[src/inc/pbsp_pkg.sv]
// Purpose: constants and carrier types for the pipelined burst memory port
// Assumes: single 50 MHz clock, synchronous active-high reset
// Notes: memory depth is scaled down; widths are the x36 build
//
// Summary of operation
// third chip enable sampled with the others only when a new address loads
// build without third chip enable treats it as always asserted
// output enable low drives data and parity, high tristates them as inputs
// first clock of a read leaving deselect keeps outputs tristated
// burst advance low during a burst steps the burst address
// processor strobe low captures address and loads low two bits to counter
// controller strobe low captures address and loads low two bits to counter
// both strobes low: only the processor strobe is acted on
// processor strobe ignored while first chip enable is high
// sleep high enters data-keeping low power; controller holds it low normally
// write data registered; read data is from previous edge address, one cycle
// burst-order strap low selects linear, high selects interleaved
// surrounding system keeps the burst-order strap static during operation
// scan serial output launches each bit on scan clock falling edge
// scan data and mode select inputs sampled on scan clock rising edge; the capture ANDs mode select with zero, so only scan data counts
// all-bytes write low writes every lane regardless of byte controls
// byte write only on lanes selected low with byte write enable low
// second chip enable is active high and combines with the others
// low two address bits feed the two-bit burst counter
// counter wraps mod four; linear adds one, interleaved xors a step count
// inactive enable at address load deselects and tristates outputs
package pbsp_pkg;
  localparam int PBSP_ADDR_W = 18;
  localparam int PBSP_DEPTH_W = 6;
  localparam int PBSP_LANES = 4;
  localparam int PBSP_LANE_W = 8;
  localparam int PBSP_DATA_W = PBSP_LANES * PBSP_LANE_W;
  localparam bit PBSP_HAS_THIRD_CE = 1'b1;
  localparam logic [1:0] PBSP_STEP_ONE = 2'h1;

  typedef struct packed {
    logic chip_select_first_n;
    logic chip_select_second;
    logic chip_select_third_n;
    logic processor_addr_strobe_n;
    logic controller_addr_strobe_n;
    logic burst_advance_n;
    logic all_bytes_write_n;
    logic byte_write_enable_n;
    logic [PBSP_LANES-1:0] byte_lane_select_n;
  } pbsp_ctrl_s;

  typedef struct packed {
    logic [PBSP_LANE_W-1:0] data;
    logic parity;
  } pbsp_lane_s;

  typedef pbsp_lane_s [PBSP_LANES-1:0] pbsp_word_t;
endpackage : pbsp_pkg

[src/verilog/pbsp_sram_port.sv]
// Purpose: control and data port of a pipelined synchronous burst memory
// Assumes: async inputs (output enable, sleep, scan pins) are synchronised here
// Notes: array is flip-flops indexed by the low address bits of the burst address
`timescale 1ns/1ns
module pbsp_sram_port
  import pbsp_pkg::*;
(
  input wire logic clk,
  input wire logic reset,
  input wire pbsp_pkg::pbsp_ctrl_s ctrl,
  input wire logic [pbsp_pkg::PBSP_ADDR_W-1:0] addr,
  input wire logic output_enable_n,
  input wire logic sleep_request,
  input wire logic burst_order_strap,
  input wire pbsp_pkg::pbsp_word_t data_in,
  output pbsp_pkg::pbsp_word_t data_out,
  output logic data_oe,
  output logic sleeping,
  input wire logic scan_clk,
  input wire logic scan_data_in,
  input wire logic scan_mode_sel,
  output logic scan_data_out
);
  import pbsp_pkg::*;

  // ----------------------------------------
  // input synchronisers
  // ----------------------------------------
  logic [1:0] oe_sync_r;
  logic [1:0] sleep_sync_r;
  logic [1:0] strap_sync_r;
  logic [1:0] sclk_sync_r;
  logic [1:0] sdi_sync_r;
  logic [1:0] sms_sync_r;
  logic [1:0] oe_sync_nxt;
  logic [1:0] sleep_sync_nxt;
  logic [1:0] strap_sync_nxt;
  logic [1:0] sclk_sync_nxt;
  logic [1:0] sdi_sync_nxt;
  logic [1:0] sms_sync_nxt;

  always_comb
  begin
    oe_sync_nxt = {oe_sync_r[0], output_enable_n};
    sleep_sync_nxt = {sleep_sync_r[0], sleep_request};
    strap_sync_nxt = {strap_sync_r[0], burst_order_strap};
    sclk_sync_nxt = {sclk_sync_r[0], scan_clk};
    sdi_sync_nxt = {sdi_sync_r[0], scan_data_in};
    sms_sync_nxt = {sms_sync_r[0], scan_mode_sel};
  end

  always_ff @(posedge clk)
  begin
    if (reset)
    begin
      oe_sync_r <= 2'h3;
      sleep_sync_r <= 2'h0;
      strap_sync_r <= 2'h3;
      sclk_sync_r <= 2'h0;
      sdi_sync_r <= 2'h0;
      sms_sync_r <= 2'h0;
    end
    else
    begin
      oe_sync_r <= oe_sync_nxt;
      sleep_sync_r <= sleep_sync_nxt;
      strap_sync_r <= strap_sync_nxt;
      sclk_sync_r <= sclk_sync_nxt;
      sdi_sync_r <= sdi_sync_nxt;
      sms_sync_r <= sms_sync_nxt;
    end
  end

  wire logic oe_n_s = oe_sync_r[1];
  wire logic sleep_s = sleep_sync_r[1];
  wire logic interleaved_s = strap_sync_r[1];

  // ----------------------------------------
  // address strobes, enables and burst counter
  // ----------------------------------------
  logic [PBSP_ADDR_W-1:0] addr_r;
  logic [PBSP_ADDR_W-1:0] addr_nxt;
  logic [1:0] start_r;
  logic [1:0] start_nxt;
  logic [1:0] step_r;
  logic [1:0] step_nxt;
  logic selected_r;
  logic selected_nxt;
  logic proc_wr_pending_r;
  logic proc_wr_pending_nxt;
  logic first_read_r;
  logic first_read_nxt;
  logic reading_r;
  logic reading_nxt;

  logic third_ok;
  logic enables_ok;
  logic proc_load;
  logic ctrl_load;
  logic any_load;
  logic write_req;
  logic [PBSP_LANES-1:0] lane_we;
  logic [1:0] burst_low;
  logic [1:0] burst_low_addr_bits;

  always_comb
  begin
    third_ok = PBSP_HAS_THIRD_CE ? !ctrl.chip_select_third_n : 1'b1;
    enables_ok = !ctrl.chip_select_first_n && ctrl.chip_select_second && third_ok;
    proc_load = !ctrl.processor_addr_strobe_n && !ctrl.chip_select_first_n;
    ctrl_load = !ctrl.controller_addr_strobe_n && ctrl.processor_addr_strobe_n;
    any_load = (proc_load || ctrl_load) && !sleep_s;
    // lanes written: all on global write, else selected lanes under byte enable
    for (int i = 0; i < PBSP_LANES; i++)
    begin
      lane_we[i] = !ctrl.all_bytes_write_n
        || (!ctrl.byte_write_enable_n && !ctrl.byte_lane_select_n[i]);
    end
    write_req = |lane_we;
    // interleaved xors the step count, linear adds it, both modulo four
    burst_low = interleaved_s ? (start_r ^ step_r) : 2'(start_r + step_r);
    burst_low_addr_bits = addr[1:0];

    addr_nxt = addr_r;
    start_nxt = start_r;
    step_nxt = step_r;
    selected_nxt = selected_r;
    proc_wr_pending_nxt = 1'b0;
    first_read_nxt = 1'b0;
    reading_nxt = reading_r;
    if (any_load)
    begin
      addr_nxt = addr;
      start_nxt = burst_low_addr_bits;
      step_nxt = 2'h0;
      selected_nxt = enables_ok;
      if (enables_ok)
      begin
        proc_wr_pending_nxt = proc_load;
        reading_nxt = proc_load || !write_req;
        first_read_nxt = !selected_r && reading_nxt;
      end
      else
      begin
        reading_nxt = 1'b0;
      end
    end
    else if (selected_r && !ctrl.burst_advance_n && !sleep_s)
    begin
      step_nxt = 2'(step_r + PBSP_STEP_ONE);
      reading_nxt = !write_req;
    end
    else if (selected_r && !sleep_s)
    begin
      reading_nxt = !write_req;
    end
  end

  always_ff @(posedge clk)
  begin
    if (reset)
    begin
      addr_r <= '0;
      start_r <= 2'h0;
      step_r <= 2'h0;
      selected_r <= 1'b0;
      proc_wr_pending_r <= 1'b0;
      first_read_r <= 1'b0;
      reading_r <= 1'b0;
    end
    else
    begin
      addr_r <= addr_nxt;
      start_r <= start_nxt;
      step_r <= step_nxt;
      selected_r <= selected_nxt;
      proc_wr_pending_r <= proc_wr_pending_nxt;
      first_read_r <= first_read_nxt;
      reading_r <= reading_nxt;
    end
  end

  // ----------------------------------------
  // storage array and output register
  // ----------------------------------------
  pbsp_word_t mem_r [2**PBSP_DEPTH_W];
  pbsp_word_t mem_nxt [2**PBSP_DEPTH_W];
  pbsp_word_t dout_r;
  pbsp_word_t dout_nxt;
  logic [PBSP_DEPTH_W-1:0] cur_index;
  logic [PBSP_DEPTH_W-1:0] load_index;
  logic do_write;
  logic [PBSP_DEPTH_W-1:0] wr_index;

  always_comb
  begin
    cur_index = {addr_r[PBSP_DEPTH_W-1:2], burst_low};
    load_index = addr[PBSP_DEPTH_W-1:0];
    mem_nxt = mem_r;
    do_write = 1'b0;
    wr_index = cur_index;
    // controller-strobe write completes in its load cycle
    if (any_load && ctrl_load && enables_ok && write_req)
    begin
      do_write = 1'b1;
      wr_index = load_index;
    end
    // processor-strobe write or burst write lands on a following edge
    else if (!any_load && selected_r && write_req && !sleep_s)
    begin
      do_write = 1'b1;
    end
    if (do_write)
    begin
      for (int i = 0; i < PBSP_LANES; i++)
      begin
        if (lane_we[i])
        begin
          mem_nxt[wr_index][i] = data_in[i];
        end
      end
    end
    // read data of the address present at this edge appears after it
    if (any_load && enables_ok)
    begin
      dout_nxt = mem_r[load_index];
    end
    else
    begin
      dout_nxt = mem_r[cur_index];
    end
  end

  always_ff @(posedge clk)
  begin
    if (reset)
    begin
      dout_r <= '0;
    end
    else
    begin
      mem_r <= mem_nxt;
      dout_r <= dout_nxt;
    end
  end

  // ----------------------------------------
  // data drive and sleep status
  // ----------------------------------------
  always_comb
  begin
    data_out = dout_r;
    // drive only while selected, reading, enable low and not the first read clock;
    // the data clock of a processor-strobe write keeps the lines free for input
    data_oe = !oe_n_s && selected_r && reading_r && !first_read_r && !sleep_s
      && !(proc_wr_pending_r && write_req);
    sleeping = sleep_s;
  end

  // ----------------------------------------
  // boundary-scan shift path
  // ----------------------------------------
  logic sclk_d_r;
  logic sclk_d_nxt;
  logic scan_cap_r;
  logic scan_cap_nxt;
  logic sdo_r;
  logic sdo_nxt;
  logic sclk_rise;
  logic sclk_fall;

  always_comb
  begin
    sclk_d_nxt = sclk_sync_r[1];
    sclk_rise = sclk_sync_r[1] && !sclk_d_r;
    sclk_fall = !sclk_sync_r[1] && sclk_d_r;
    scan_cap_nxt = scan_cap_r;
    sdo_nxt = sdo_r;
    if (sclk_rise)
    begin
      scan_cap_nxt = sdi_sync_r[1] ^ (sms_sync_r[1] & 1'b0);
    end
    if (sclk_fall)
    begin
      sdo_nxt = scan_cap_r;
    end
  end

  always_ff @(posedge clk)
  begin
    if (reset)
    begin
      sclk_d_r <= 1'b0;
      scan_cap_r <= 1'b0;
      sdo_r <= 1'b0;
    end
    else
    begin
      sclk_d_r <= sclk_d_nxt;
      scan_cap_r <= scan_cap_nxt;
      sdo_r <= sdo_nxt;
    end
  end

  assign scan_data_out = sdo_r;
endmodule : pbsp_sram_port
[config.mk]
export PLATFORM = sky130hd
export DESIGN_NAME = pbsp_sram_port
export DESIGN_NICKNAME = d
export VERILOG_FILES = /design/src/inc/pbsp_pkg.sv /design/src/verilog/pbsp_sram_port.sv
export SDC_FILE = /design/constraint.sdc
export NUM_CORES = 2
export LEC_CHECK = 0
export ABC_CLOCK_PERIOD_IN_PS = 4260
export BUFFER_PORTS_ARGS = -buffer_cell sky130_fd_sc_hd__buf_2
export CORE_MARGIN = 2
export CORE_UTILIZATION = 30
export CTS_BUF_LIST = sky130_fd_sc_hd__clkbuf_8
export DETAILED_ROUTE_END_ITERATION = 12
export PLACE_DENSITY_LB_ADDON = 0.08
export RECOVER_POWER = 50
export SLEW_MARGIN = 0
export SYNTH_ARGS = -nofsm -noshare
export SYNTH_HDL_FRONTEND = slang
export SYNTH_SLANG_ARGS = --single-unit
[constraint.sdc]
create_clock -name clk -period 4.26 [get_ports clk]
set_input_delay 0.426 -clock clk [delete_from_list [all_inputs] [get_ports clk]]
set_output_delay 0.426 -clock clk [all_outputs]
set_load 0.03 [all_outputs]
==> results.md <==
- Relative slew slack: -129.9%
- CP Cell Sequence: or4b_1 > a211oi_4 > buf_12 > a31o_1 > nand2_1 > clkbuf_1 > nor2_1 > clkbuf_1
- Violated checks: max-capacitance violations, max-slew violations
- Drt pass-1 iters: 6
- Gate power share: 11.1%
- Placed inst area: approximately 130000 µm²
- CP delay by family, top: buffers and inverters
- Max-cap violations: 40
- Multi-input logic area: 42960 µm²
- Largest net degree at the start of global routing: approximately 160
- Filler cells: approximately 37k
- Layout Nets: ~8.4k
- Ys async rst share: 0%
- CP max FO: 32
- Post-synth top area share: between 50% and 60%
- Via count: about 80k
- Register area: ~70000 µm²
- Post-Syn Area: about 120000 µm²
- Leakage: 42.98 nW
- Vias in the first global route: 79.19k
- Final core occ: a little over a third
- # rows: 228
- Final Critical Period: 4.212 ns
- TritonCTS clock tree: done
- Area contributors post-synth: edfxtp_1 (60%), mux4_2 (18%), and2_1 (3.1%)
- CP bufs+invs: 3
- Dominant synthesized flop cell: edfxtp_1
- Status: finished with violations
- Cell with the most instances after synthesis: edfxtp_1
- GRT Overall Usage: around a quarter
- Clock sinks: approximately 2.4k
- I/O pins: approximately 110
- Final setup fails: 0
- Cell variety after synth: 73
- WP data required: slightly below 5 ns
- Biggest area consumer among synthesized cells: edfxtp_1
- PwrDens: slightly below 400 nW/µm²
- Crit share post-route: a little over nine tenths
- Synth top cells by count: edfxtp_1 (2304), nand2_1 (951), mux4_2 (930), and2_1 (579), clkbuf_1 (400)
- Final Max Tran Viols: around 1.7k
- HP Class: in2reg
- Worst stage delay on the critical path: about 0.84 ns
- IO Port Bufs: 99
- Core Region: ~390000 µm²
- Reg power frac: between 40% and 50%
- Vias per cell: 5.670
- DP HPWL: 334400 µm
- Final instance area: roughly 140000 µm²
- Worst-path clk slew: about 0.06 ns
- Die Ht: roughly 630 µm
- DRT iter0 DRCs: 9183
- Crit path capture type: flip-flop
- Post-route setup TNS: 0 ns
- Worst VDD drop: approximately 0.00022 V
- Startpoint Class: flip-flop
- Clk Latency, worst-skew pair: between 1 and 1.5 ns
- DIE AREA: 391700 µm²
- Final ANT Viol Nets: 0
- Mean Syn Cell Area: between 10 and 15 µm²
- Die width: ~630 µm
- Seq cells post-synth: approximately 2.4k
- Clk_skew: 0.1001 ns
- CP dominant cell by count: clkbuf_1
- Register area share after synthesis: roughly 60%
- Area Overhead vs Synth: 16.64%
- Synth Net Count: around 7.8k
- Share of layout cells above drive strength 1: about a quarter
- Initial antenna violation count: 45
- Num CTS Buffers: 443
- Clock Power Share: 40.9%
- Gate Count Post-Synth: between 7k and 8k
- RD Place Congestion: 0.8542
- Clk buf depth: 4
- Ys Warns: 0
- RSZ-0062 raised after global routing: false
- Measured slew at the worst slew-check pin: between 3 and 4 ns
- Crit Path Category: reg2reg
- Wirelength per Cell: 35.94 µm
- Initial Utilization: a little under a third
- Switching Fraction: 27.39%
- Switch Pwr: 14.62 mW
- WL final: ~500000 µm
- CP arrival: slightly below 5 ns
- Internal power: 38.76 mW
- EDFF count, synth: approximately 2.3k
- Final Hold Fails: 0
- Worst path slowest cell: a31o_1
- Fmax: around 240 MHz
- Overall Power: 53.38 mW
- Root Driver: clkbuf_8
- Grt ovf: 0
- First-pass GRT wire length: 680100 µm
- DR DRC count: 0
- Hold Slack: between 0.09 and 0.1 ns
- H-tree depth: 5
## power groups by stage
stage | logic [mW] | registers (mW) | clock network, mW
final | 5.93 | 25.6 | 21.8
after global routing | 6.13 | 25.6 | 23.3
after CTS | 5.96 | 25.6 | 22.4
after detailed placement | 5.89 | 26.1 | 0
after global placement | 5.89 | 26.1 | 0
after floorplan | 2.88 | 26.1 | 0
## per-layer routing
metal	track usage (%)	vias to the layer above	share of wire, %
li1	-	32450	-
met1	33.97	41950	42
met2	40.25	3655	47
met3	3.727	844	6.6
met4	10.04	10	4.4
met5	0	-	0.013
## metrics by stage
| stage | setup WS (ns) | cells |
|---|---|---|
| final | 0.04796 | 13920 |
| after global routing | 0.04656 | 13910 |
| after CTS | 0.01637 | 13890 |
| after detailed placement | -0.3052 | 13020 |
| after global placement | -0.2530 | 13020 |
| after floorplan | 0.8061 | 7768 |
## cells by family (layout without fill, tap and decap cells)
logic type,Yosys count,after routing,share of synthesized area [%]
xor gates and xnor gates,6,6,0.05178
adders and majority gates,1,1,0.01078
AOI/OAI and AO/OA,1014,1014,6.077
and+or+nand+nor,2520,2520,10.60
DFF,2365,2365,60.69
muxes,1157,1157,20.03
buffers and inverters,705,1662,2.535
other,0,17,0
## cell usage in the layout (no fill, tap or decap), types with 14 or more instances in the layout
master	count
a21oi_1	187
inv_1	122
bufinv_16	18
o2111ai_1	105
edfxtp_1	2304
nand3_1	140
o22ai_1	158
clkinv_2	80
and3_1	14
a22o_1	43
nor2_1	271
nor2b_1	15
a221oi_1	22
o41ai_1	51
nand4_1	64
a21boi_0	20
buf_4	483
nand2_1	942
clkbuf_8	469
or3_1	208
clkinv_1	105
diode_2	17
a31oi_1	262
a22oi_1	38
o31ai_1	16
and2_0	56
buf_12	88
mux4_2	930
dfxtp_1	58
and2_1	522
nor3_1	203
o311a_1	22
mux2i_1	211
buf_2	44
clkbuf_1	152
nor2_2	14
dlygate4sd3_1	61
nor4_1	17
mux2_2	16
## final timing paths
| kind | slack (ns) | end | cells after the start | startpoint |
|---|---|---|---|---|
| worst max register to register | 0.05 | mem_r[1633] | 8 | sleep_sync_r[1] |
| worst min register to register | 0.44 | sclk_sync_r[1] | 1 | sclk_sync_r[0] |
| worst min-delay path | 0.1 | mem_r[2227] | 2 | data_in[31] |
| worst max-delay path | 0.05 | mem_r[1633] | 8 | sleep_sync_r[1] |
## layout make-up
class	instances	share of cell area, %
sequential	2365	52.04
multi-input combinational	4698	31.75
timing repair buffer	843	5.100
tap	5175	4.785
clock buffer	469	4.770
clock inverter	343	1.492
antenna	17	0.03144
inverter	7	0.02959
## sequential cells by signal (all words and copies together), names as in the netlist, 2 cells and up
name and count:
sclk_sync_r 2, addr_r 6, step_r 2, oe_sync_r 2, sdi_sync_r 2, data_out 36, sleep_sync_r 2, strap_sync_r 2
mem_r 2304
## timing repair
item,4_1_cts,5_1_grt
setup endpoints to repair,0,19
hold buffers,61,0
gates resized for setup,0,2
hold endpoints to repair,1253,0
setup buffers,0,5
Power figures use the tool's default switching activity.
